`src/design/wds_pkg.sv`:
```
// Purpose: Shared constants and carriers for the sleep-aware watchdog
// Assumes: 32-bit APB register map, one word per register
// Notes:   Period is 2**period_select base ticks, select clamped to PS_MAX
package wds_pkg;

  // Time base
  localparam int unsigned LFOSC_KHZ      = 31;
  localparam int unsigned BASE_TICK_MS   = 1;
  localparam int unsigned LF_EDGES_PER_TICK = LFOSC_KHZ * BASE_TICK_MS;
  localparam int unsigned CNT_W          = 19;
  localparam int unsigned PS_W           = 5;
  localparam logic [4:0]  PS_MAX         = 5'h12;
  localparam logic [4:0]  PS_RESET       = 5'h0B;

  // Mode field encodings
  localparam logic [1:0]  MODE_OFF       = 2'h0;
  localparam logic [1:0]  MODE_SW        = 2'h1;
  localparam logic [1:0]  MODE_AWAKE     = 2'h2;
  localparam logic [1:0]  MODE_ON        = 2'h3;

  // Register byte offsets
  localparam logic [7:0]  OFS_CTRL       = 8'h00;
  localparam logic [7:0]  OFS_STATUS     = 8'h04;
  localparam logic [7:0]  OFS_COUNT      = 8'h08;
  localparam logic [7:0]  OFS_IRQ_STAT   = 8'h0C;
  localparam logic [7:0]  OFS_IRQ_MASK   = 8'h10;

  // Field positions
  localparam int unsigned CTRL_SWEN_BIT  = 0;
  localparam int unsigned CTRL_PS_LSB    = 1;
  localparam int unsigned STAT_ACTIVE_BIT = 0;
  localparam int unsigned STAT_SLEEP_BIT = 1;
  localparam int unsigned STAT_PD_BIT    = 3;
  localparam int unsigned STAT_TO_BIT    = 4;
  localparam int unsigned STAT_MODE_LSB  = 8;
  localparam int unsigned IRQ_RESET_BIT  = 0;
  localparam int unsigned IRQ_WAKE_BIT   = 1;
  localparam int unsigned IRQ_W          = 2;

  // Reset values
  localparam logic        SWEN_RESET     = 1'b0;
  localparam logic        FLAG_RESET     = 1'b1;
  localparam logic [1:0]  IRQ_MASK_RESET = 2'h0;

  typedef struct packed {
    logic clear_watchdog_instr;
    logic sleep_enter;
    logic sleep_exit;
    logic sleeping;
    logic osc_fail;
    logic osc_startup_timer;
  } wds_core_ev_t;

  typedef struct packed {
    logic wdt_reset;
    logic wdt_wake;
    logic timeout_flag;
    logic powerdown_flag;
  } wds_core_out_t;

endpackage : wds_pkg

```
`src/design/wds_lf_tick.sv`:
```
// Purpose: Base tick from the low-frequency oscillator pin
// Assumes: Oscillator far slower than clock_i
// Notes:   Counts synchronised rising edges
`timescale 1ns/1ns
`default_nettype none
module wds_lf_tick #(
  parameter int unsigned EDGES = wds_pkg::LF_EDGES_PER_TICK
) (
  input  wire logic clock_i,
  input  wire logic rst_n_i,
  input  wire logic low_freq_internal_osc_i,
  output logic      tick_o
);

  localparam int unsigned DW = $clog2(EDGES + 1);
  localparam logic [DW-1:0] LAST = DW'(EDGES - 1);

  logic          sync1;
  logic          sync2;
  logic          prev;
  logic [DW-1:0] edges;
  logic [DW-1:0] next_edges;
  logic          next_tick;
  logic          rise;

  // Edge taken only from the second stage
  assign rise = sync2 & ~prev;

  always_comb
  begin
    next_edges = edges;
    next_tick  = 1'b0;
    if (rise)
    begin
      if (edges == LAST)
      begin
        next_edges = '0;
        next_tick  = 1'b1;
      end
      else
      begin
        next_edges = edges + DW'(1);
      end
    end
  end

  always_ff @(posedge clock_i)
  begin
    if (!rst_n_i)
    begin
      sync1  <= 1'b0;
      sync2  <= 1'b0;
      prev   <= 1'b0;
      edges  <= '0;
      tick_o <= 1'b0;
    end
    else
    begin
      sync1  <= low_freq_internal_osc_i;
      sync2  <= sync1;
      prev   <= sync2;
      edges  <= next_edges;
      tick_o <= next_tick;
    end
  end

endmodule : wds_lf_tick
`default_nettype wire

```
`src/design/wds_watchdog.sv`:
```
// Purpose: Sleep-aware watchdog timer with APB registers
// Assumes: Clear and sleep entry/exit events are one-cycle pulses on clock_i; sleeping, osc_fail and osc_startup_timer are levels
// Notes:   Oscillator pin is asynchronous and synchronised in wds_lf_tick
//
// Chosen here: the APB interface to the registers and the register addresses.
`timescale 1ns/1ns
`default_nettype none
module wds_watchdog #(
  parameter int unsigned LF_EDGES = wds_pkg::LF_EDGES_PER_TICK
) (
  input  wire logic                 clock_i,
  input  wire logic                 rst_n_i,
  input  wire logic                 low_freq_internal_osc_i,
  input  wire logic [1:0]           wdt_mode_cfg_i,
  input  wire wds_pkg::wds_core_ev_t core_ev_i,
  output wds_pkg::wds_core_out_t    core_out_o,
  output logic                      irq_o,
  input  wire logic                 psel,
  input  wire logic                 penable,
  input  wire logic                 pwrite,
  input  wire logic [7:0]           paddr,
  input  wire logic [31:0]          pwdata,
  output logic                      pready,
  output logic [31:0]               prdata,
  output logic                      pslverr
);

  logic                    tick;
  logic                    active;
  logic                    hold_clear;
  logic                    expire;
  logic [wds_pkg::CNT_W-1:0] limit;
  logic [wds_pkg::PS_W-1:0]  ps_eff;

  // Counter and flags
  logic [wds_pkg::CNT_W-1:0] count;
  logic [wds_pkg::CNT_W-1:0] next_count;
  logic                    timeout_flag;
  logic                    next_timeout_flag;
  logic                    powerdown_flag;
  logic                    next_powerdown_flag;
  logic                    wdt_reset;
  logic                    next_wdt_reset;
  logic                    wdt_wake;
  logic                    next_wdt_wake;

  // Registers
  logic                    sw_watchdog_enable;
  logic                    next_sw_watchdog_enable;
  logic [wds_pkg::PS_W-1:0]  watchdog_period_select;
  logic [wds_pkg::PS_W-1:0]  next_watchdog_period_select;
  logic [wds_pkg::IRQ_W-1:0] irq_stat;
  logic [wds_pkg::IRQ_W-1:0] next_irq_stat;
  logic [wds_pkg::IRQ_W-1:0] irq_mask;
  logic [wds_pkg::IRQ_W-1:0] next_irq_mask;
  logic [31:0]             rdata;
  logic [31:0]             next_rdata;
  logic                    err;
  logic                    next_err;

  logic                    wr_acc;
  logic                    setup;
  logic                    mapped;

  wds_lf_tick #(
    .EDGES                   (LF_EDGES)
  ) u_tick (
    .clock_i                 (clock_i),
    .rst_n_i                 (rst_n_i),
    .low_freq_internal_osc_i (low_freq_internal_osc_i),
    .tick_o                  (tick)
  );

  always_comb
  begin
    case (wdt_mode_cfg_i)
      wds_pkg::MODE_ON:    active = 1'b1;
      wds_pkg::MODE_AWAKE: active = ~core_ev_i.sleeping;
      wds_pkg::MODE_SW:    active = sw_watchdog_enable;
      default:             active = 1'b0;
    endcase
  end

  // Out-of-range selects clamp to the longest period
  assign ps_eff = (watchdog_period_select > wds_pkg::PS_MAX) ? wds_pkg::PS_MAX
                                                             : watchdog_period_select;
  assign limit  = (wds_pkg::CNT_W'(1) << ps_eff) - wds_pkg::CNT_W'(1);

  assign hold_clear = ~active
                    | core_ev_i.osc_fail
                    | core_ev_i.osc_startup_timer
                    | core_ev_i.clear_watchdog_instr
                    | core_ev_i.sleep_enter
                    | core_ev_i.sleep_exit;

  // At or past the limit, so a period shortened below the count still expires
  assign expire = ~hold_clear & tick & (count >= limit);

  always_comb
  begin
    next_count          = count;
    next_timeout_flag   = timeout_flag;
    next_powerdown_flag = powerdown_flag;
    next_wdt_reset      = 1'b0;
    next_wdt_wake       = 1'b0;
    // No oscillator divider term: the count never sees it
    if (hold_clear)
    begin
      next_count = '0;
    end
    else if (expire)
    begin
      next_count = '0;
    end
    else if (tick)
    begin
      next_count = count + wds_pkg::CNT_W'(1);
    end
    if (core_ev_i.clear_watchdog_instr)
    begin
      next_timeout_flag   = 1'b1;
      next_powerdown_flag = 1'b1;
    end
    else if (core_ev_i.sleep_enter)
    begin
      next_timeout_flag   = 1'b1;
      next_powerdown_flag = 1'b0;
    end
    if (expire)
    begin
      next_timeout_flag = 1'b0;
      if (core_ev_i.sleeping)
      begin
        next_wdt_wake = 1'b1;
      end
      else
      begin
        next_wdt_reset = 1'b1;
      end
    end
  end

  always_ff @(posedge clock_i)
  begin
    if (!rst_n_i)
    begin
      count          <= '0;
      timeout_flag   <= wds_pkg::FLAG_RESET;
      powerdown_flag <= wds_pkg::FLAG_RESET;
      wdt_reset      <= 1'b0;
      wdt_wake       <= 1'b0;
    end
    else
    begin
      count          <= next_count;
      timeout_flag   <= next_timeout_flag;
      powerdown_flag <= next_powerdown_flag;
      wdt_reset      <= next_wdt_reset;
      wdt_wake       <= next_wdt_wake;
    end
  end

  // One process drives the whole carrier
  always_comb
  begin
    core_out_o.wdt_reset      = wdt_reset;
    core_out_o.wdt_wake       = wdt_wake;
    core_out_o.timeout_flag   = timeout_flag;
    core_out_o.powerdown_flag = powerdown_flag;
  end

  // APB slave, zero wait states; read data captured in setup
  assign setup  = psel & ~penable;
  assign wr_acc = psel & penable & pwrite;
  assign pready = 1'b1;

  always_comb
  begin
    case (paddr)
      wds_pkg::OFS_CTRL,
      wds_pkg::OFS_STATUS,
      wds_pkg::OFS_COUNT,
      wds_pkg::OFS_IRQ_STAT,
      wds_pkg::OFS_IRQ_MASK: mapped = 1'b1;
      default:               mapped = 1'b0;
    endcase
  end

  always_comb
  begin
    next_sw_watchdog_enable     = sw_watchdog_enable;
    next_watchdog_period_select = watchdog_period_select;
    next_irq_mask               = irq_mask;
    next_irq_stat               = irq_stat;
    next_rdata                  = rdata;
    next_err                    = err;
    if (wr_acc && paddr == wds_pkg::OFS_CTRL)
    begin
      next_sw_watchdog_enable     = pwdata[wds_pkg::CTRL_SWEN_BIT];
      next_watchdog_period_select = pwdata[wds_pkg::CTRL_PS_LSB +: wds_pkg::PS_W];
    end
    if (wr_acc && paddr == wds_pkg::OFS_IRQ_MASK)
    begin
      next_irq_mask = pwdata[wds_pkg::IRQ_W-1:0];
    end
    if (wr_acc && paddr == wds_pkg::OFS_IRQ_STAT)
    begin
      next_irq_stat = irq_stat & ~pwdata[wds_pkg::IRQ_W-1:0];
    end
    // Set after clear so a same-cycle event survives
    if (wdt_reset)
    begin
      next_irq_stat[wds_pkg::IRQ_RESET_BIT] = 1'b1;
    end
    if (wdt_wake)
    begin
      next_irq_stat[wds_pkg::IRQ_WAKE_BIT] = 1'b1;
    end
    if (setup)
    begin
      next_err   = ~mapped;
      next_rdata = 32'h0000_0000;
      case (paddr)
        wds_pkg::OFS_CTRL:
        begin
          next_rdata[wds_pkg::CTRL_SWEN_BIT]               = sw_watchdog_enable;
          next_rdata[wds_pkg::CTRL_PS_LSB +: wds_pkg::PS_W] = watchdog_period_select;
        end
        wds_pkg::OFS_STATUS:
        begin
          next_rdata[wds_pkg::STAT_ACTIVE_BIT]    = active;
          next_rdata[wds_pkg::STAT_SLEEP_BIT]     = core_ev_i.sleeping;
          next_rdata[wds_pkg::STAT_PD_BIT]        = powerdown_flag;
          next_rdata[wds_pkg::STAT_TO_BIT]        = timeout_flag;
          next_rdata[wds_pkg::STAT_MODE_LSB +: 2] = wdt_mode_cfg_i;
        end
        wds_pkg::OFS_COUNT:    next_rdata[wds_pkg::CNT_W-1:0] = count;
        wds_pkg::OFS_IRQ_STAT: next_rdata[wds_pkg::IRQ_W-1:0] = irq_stat;
        wds_pkg::OFS_IRQ_MASK: next_rdata[wds_pkg::IRQ_W-1:0] = irq_mask;
        default:               next_rdata = 32'h0000_0000;
      endcase
    end
  end

  always_ff @(posedge clock_i)
  begin
    if (!rst_n_i)
    begin
      sw_watchdog_enable     <= wds_pkg::SWEN_RESET;
      watchdog_period_select <= wds_pkg::PS_RESET;
      irq_mask               <= wds_pkg::IRQ_MASK_RESET;
      irq_stat               <= '0;
      rdata                  <= 32'h0000_0000;
      err                    <= 1'b0;
    end
    else
    begin
      sw_watchdog_enable     <= next_sw_watchdog_enable;
      watchdog_period_select <= next_watchdog_period_select;
      irq_mask               <= next_irq_mask;
      irq_stat               <= next_irq_stat;
      rdata                  <= next_rdata;
      err                    <= next_err;
    end
  end

  assign prdata  = rdata;
  assign pslverr = err & psel & penable;
  assign irq_o   = |(irq_stat & irq_mask);

endmodule : wds_watchdog
`default_nettype wire

```
`config.mk`:
```
export PLATFORM = sky130hd
export DESIGN_NAME = wds_watchdog
export DESIGN_NICKNAME = d
export VERILOG_FILES = /design/src/design/wds_pkg.sv /design/src/design/wds_lf_tick.sv /design/src/design/wds_watchdog.sv
export SDC_FILE = /design/constraint.sdc
export NUM_CORES = 1
export LEC_CHECK = 0
export BUFFER_PORTS_ARGS = -buffer_cell sky130_fd_sc_hd__buf_2
export CORE_MARGIN = 2
export CORE_UTILIZATION = 53
export CTS_CLUSTER_SIZE = 12
export DETAILED_ROUTE_END_ITERATION = 7
export PLACE_DENSITY = 0.91
export SYNTH_ARGS = -nofsm -noshare
export SYNTH_HDL_FRONTEND = slang
export SYNTH_SLANG_ARGS = --single-unit
```
`constraint.sdc`:
```
create_clock -name clock_i -period 4.3 [get_ports clock_i]
set_clock_uncertainty 0.2 [all_clocks]
set_input_delay 0.215 -clock clock_i [delete_from_list [all_inputs] [get_ports clock_i]]
set_output_delay 0.215 -clock clock_i [all_outputs]
set_load 0.02 [all_outputs]
```
; ---- Yosys cells after proc, flatten, opt, wreduce, memory -nomap -nowiden
; Cells that the tools add are included.
[totals]
wordCells = 87
out_inout_bits = 39
input_bits = 54
regBits = 62
[op_classes]
shift = 1
n_addsub = 3
n_mux = 20
order_cmp = 2
bitwise_logic = 23
n_eq_ne = 8
reduce_logical = 13
[op_table]
columns = operator, count
row1 = $add 19x1->19 const B, 1
row2 = $ge 19x19->1, 1
row3 = $shl 1x5->19 const A, 1
row4 = $sub 19x2->19 const B, 1
row5 = $eq 8x4->1 const B, 2
row6 = $mux 5, 2
row7 = $pmux 2 s5, 1
row8 = $mux 1, 9
row9 = $mux 9, 1
row10 = $and 1x1->1, 8
row11 = $eq 8x3->1 const B, 1
row12 = $eq 8x5->1 const B, 1
row13 = $logic_not 8->1, 1
row14 = $not 1->1, 7
row15 = $pmux 2 s3, 1
row16 = $add 5x1->5 const B, 1
row17 = $eq 5x5->1 const B, 1
row18 = $gt 5x5->1 const B, 1
row19 = $or 1x1->1, 5
row20 = $reduce_or 5->1, 1
row21 = $and 2x2->2, 2
row22 = $eq 2x2->1 const B, 2
row23 = $mux 2, 2
row24 = $pmux 1 s2, 2
row25 = 10 further kinds, 15

; ---- Logic depth before layout (Yosys ltp)
[logic_depth]
depth_word = 12
depth_mapped = 16
depth_no_buf = 14

; ---- By module
; A second synthesis with hierarchy kept.
[unflattened]
hier_cells = 415
area_unflattened_um2 = 3535.9
[by_module_without_submodules]
columns = mod, cells_per_inst, instances, seq_area_each_um2, area_each_um2
row1 = wds_watchdog, 379, 1, 1061.0, 3180.6
row2 = wds_lf_tick, 36, 1, 180.2, 355.3

; ---- Worst setup path before layout
; No wires, ideal clock.
[synth_timing]
path_type = reg-to-reg
from = register watchdog_period_select[3] in the netlist's numbering
to = register wdt_wake
setup_ns = 0.116
stages_incl_launch_ff = 15
required_ns = 3.984
arrival_ns = 3.232
slack_ns = 0.752
n_path_buf = 2
synth_period_minus_slack_ns = 3.548
path_cell_list = dfxtp_1 clkbuf_1 nor3_1 nand3b_1 ha_1 or3_1 o31ai_1 a22oi_1 ha_1 a21oi_1 o21ai_1 a2111oi_0 o21ai_1 clkbuf_1 and4_1
[synth_between]
elab_chain_cells = 7
[synth_rtl]
columns = item, line_no
row1 = start: declaration, wds_watchdog.sv:50  ; logic [wds_pkg::PS_W-1:0] watchdog_period_select;
row2 = start signal: assignment, wds_watchdog.sv:250  ; watchdog_period_select <= wds_pkg::PS_RESET;
row3 = start signal: assignment, wds_watchdog.sv:259  ; watchdog_period_select <= next_watchdog_period_select;
row4 = $gt 5x5->1, wds_watchdog.sv:85  ; assign ps_eff = (watchdog_period_select > wds_pkg::PS_MAX) ? wds_pkg::PS_MAX
row5 = $mux 5 (*), wds_watchdog.sv:85
row6 = $shl 1x5->19 (*), wds_watchdog.sv:87  ; assign limit = (wds_pkg::CNT_W'(1) << ps_eff) - wds_pkg::CNT_W'(1);
row7 = $sub 19x2->19 (*), wds_watchdog.sv:87
row8 = $ge 19x19->1 (*), wds_watchdog.sv:97  ; assign expire = ~hold_clear & tick & (count >= limit);
row9 = $and 1x1->1 (*), wds_watchdog.sv:97
row10 = $reduce_and 2->1 (no source line) (*), -
row11 = end signal: assignment, wds_watchdog.sv:159  ; wdt_wake <= next_wdt_wake;
row12 = end: declaration, wds_watchdog.sv:44  ; logic wdt_wake;
; Mark *: on every way between the ends. The rest lies on a longest branch, timed or not.
; A chain may end at the register's enable or synchronous reset.

; ---- Final worst setup path
[layout_timing]
from = register watchdog_period_select[1] in the netlist's numbering
to = register count[0] in the netlist's numbering
[layout_between]
elab_chain_cells = 7
[layout_rtl]
columns = item, line_no
row1 = $gt 5x5->1, wds_watchdog.sv:85
row2 = $mux 5 (*), wds_watchdog.sv:85
row3 = $shl 1x5->19 (*), wds_watchdog.sv:87
row4 = $sub 19x2->19 (*), wds_watchdog.sv:87
row5 = $ge 19x19->1 (*), wds_watchdog.sv:97
row6 = $and 1x1->1 (*), wds_watchdog.sv:97
row7 = $reduce_or 3->1 (no source line) (*), -
row8 = end signal: assignment, wds_watchdog.sv:155  ; count <= next_count;
row9 = end: declaration, wds_watchdog.sv:36  ; logic [wds_pkg::CNT_W-1:0] count;
; Marks and branches as above.

==> flow_summary.yaml <==
synth:
  synth_top_area_cell: "dfxtp_1"
  syn_avg_cell_area_um2: 8.56
  synthXorXnorAreaFrac_pct: 5.67
  synth_edf_count: 0
  ys_seq_area_share_pct: 34.9
  yosys_warnings: 0
  synth-simple-area-share_pct: 21.4
  synth_compound_area_share_pct: 17.6
  synth_cells: 415
  synth-async-reset-ratio_pct: 0
  synth_area_leaders: "dfxtp_1, ha_1, a211oi_1"
  netlist.area_leader.share_pct: 34.9
  synth_top_family_by_area: "simple AND/OR/NAND/NOR gates"
  synthesis.area_mm2: 0.00355
  synthMuxAreaShare_pct: 4.37
  ys_ff_latch: 62
  ys.flop_type: "dfxtp_1"
  synth_cell_types: 53
  yosys.area_share.adder_pct: 8.10
detailed_routing:
  ant_nets: 0
  wl_per_cell_um: 18.9
  drc: 25
  drt_wl_total_um: 10400
  vias_per_cell: 6.62
  num_vias: 3623
  firstDrtPassIters: 8
  drt_iter0_drc: 430
floorplanning:
  ios: 93
  die_x_um: 85.9
  initial_core_util_pct: 55.3
  placementRows: 29
  core_mm2: 0.00642
  die_y_um: 85.9
  die-area_mm2: 0.00737
outcome:
  status: "finished with violations"
  violations: "DRC"
cts:
  clk_pin_slew_ps: 70
  cts-root-buf: "clkbuf_8"
  cts_buffers: 9
  clkLatencyLatePin_ps: 340
  clock-sinks: 62
  htree_num_levels: 3
  clockBufferDepth: 2
  cts_tree: "done"
  postCtsSetupBuffers: 0
worst_setup_path:
  r2r_start: "watchdog_period_select[1]"
  end_kind: "flop"
  r2r_cells: 13
  r2r-end: "count[0]"
  arrival_ps: 4050
  timing.reg2reg.setup_slack_ps: 280
  crit_end: "count[0]"
  crit_required_ps: 4340
  critPathLaunchType: "flop"
  worstSetupPathType: "flop to flop"
  crit_start: "watchdog_period_select[1]"
  path_max_fanout: 21
place:
  port_buffers: 52
  hpwl_um: 6250
  dp.cells: 518
  gp_congestion: 0.957
cells_and_area:
  diodes: 0
  areaGrowthSynthToFinish_pct: 15.9
  drive_above_1_share_pct: 16.8
  final_util_pct: 64.1
  nNetsFinal: 542
  fillers: 448
  instances_no_fill: 547
  layout_common_cells: "dfxtp_1, buf_2, nor2_1"
  layout_commonest_cell: "dfxtp_1"
power:
  cellLeakagePower_nw: 1.70
  ir_worst_vdd_mv: 0.172
  pwr_density_cell_mw_per_mm2: 298
worst_hold_path:
  min_path_type: "primary input to flop"
grt:
  antenna_found_initial: 0
  grt_pass1_wl_um: 16300
  grt_max_degree: 27
  grt_usage_pct: 28.0
  grt_pass1_vias: 3478
  grt-ovfl-total: 0
timing:
  worst_pin_slew_ps: 914
  fin_crit_ps: 4020
  maxSlewHeadroom_pct: 39.1
  slew_viol_final: 0
  timing.hold.ws_ps: 34.7
  tns_ps: 0
  max_clock_freq_mhz: 249
  hold_viol: 0
  setup_viol: 0
  period_share_pct: 93.4
  rsz0062_at_grt: "no"
run:
  maxCapViolations: 0
[per-layer routing]
metal	vias up	track usage, %	wire, um
li1	1579	-	-
met1	1676	30.5	3700
met2	289	48.0	5030
met3	79	7.41	1030
met4	0	17.3	592
met5	-	0	0
[synthesized netlist by cell type (2+ instances only)]
cell type,number
o21a_1,3
o21ai_1,6
a21oi_1,21
nand4_1,11
nand2_1,31
xor2_1,17
nor2b_1,7
mux4_2,2
nand2b_1,4
a22o_1,2
a211oi_1,24
and3_1,5
o21ai_0,9
a221oi_1,2
and4b_1,2
and2_1,4
conb_1,2
nor3_1,8
nor2_1,37
or3_1,2
nand3b_1,3
nor4_1,6
xnor2_1,6
clkbuf_1,24
mux2i_1,11
and4_1,3
a21boi_1,3
inv_1,7
nand3_1,15
a22oi_1,14
dfxtp_1,62
a41oi_1,2
ha_1,23
buf_4,18
[report_power, final]
group          total [mW]  switching (mW)  internal [mW]
logic              0.0742          0.0471         0.0271
registers           0.581         0.00281          0.578
clock network       0.572           0.232          0.340
[registers in the layout, summed over array words and instances, names as in the netlist, 2 cells and up]
name / cells
prdata: 19
irq_stat: 2
u_tick.edges: 5
count: 19
irq_mask: 2
watchdog_period_select: 5
[worst max-delay path, stage by stage, from the launching register on]
cell and delay (ps):
dfxtp_1 490, nor2_1 270, nand2_1 150, ha_1 260, or3_1 350, o31ai_1 230, a22oi_1 130, ha_1 320
a21oi_1 160, o21ai_1 90, a2111oi_0 580, o21ai_1 130, buf_4 250, a211oi_1 300
[worst min path at each step]
stage / start / end / slack (ps) / cells after the start
6_report: rst_n_i / timeout_flag / 30 / 2
5_1_grt: rst_n_i / timeout_flag / 30 / 2
4_1_cts: rst_n_i / timeout_flag / 20 / 2
3_5_place_dp: low_freq_internal_osc_i / u_tick.sync1 / 230 / 2
3_3_place_gp: low_freq_internal_osc_i / u_tick.sync1 / 220 / 2
2_1_floorplan: core_ev_i[5] / powerdown_flag / 110 / 1
[metrics by stage]
step / cell area, um2 / worst slack (ps) / total power, mW
global route: 4120 / 93.3 / 1.26
floorplan: 3600 / 752 / 0.645
finish: 4120 / 283 / 1.23
CTS: 4110 / 272 / 1.23
global placement: 3760 / 598 / 0.656
detailed placement: 3760 / 437 / 0.658
[kinds of logic (layout without fill, tap and decap cells)]
family,after synthesis,after routing
other cells,2,14
flops,62,62
mux,13,13
compound gates,94,94
buf+inv,52,95
fa+ha+maj,23,23
xor+xnor,23,23
simple gates,146,146
[cell type report]
| class | count | area, um2 | share of cell area [%] |
|---|---|---|---|
| inverter | 8 | 30.0 | 0.730 |
| clock inverter | 6 | 85.1 | 2.07 |
| sequential | 62 | 1240 | 30.2 |
| clock buffer | 10 | 138 | 3.34 |
| multi-input combinational | 313 | 2090 | 50.8 |
| timing repair buffer | 71 | 435 | 10.6 |
| tap | 77 | 96.3 | 2.34 |
[timing repair]
action,in CTS,in global routing
hold buffers,13,0
hold endpoints to repair,11,0
endpoints found under the setup margin,0,19
resized for setup,0,1
Note: power is estimated with default switching activity, not from simulation.
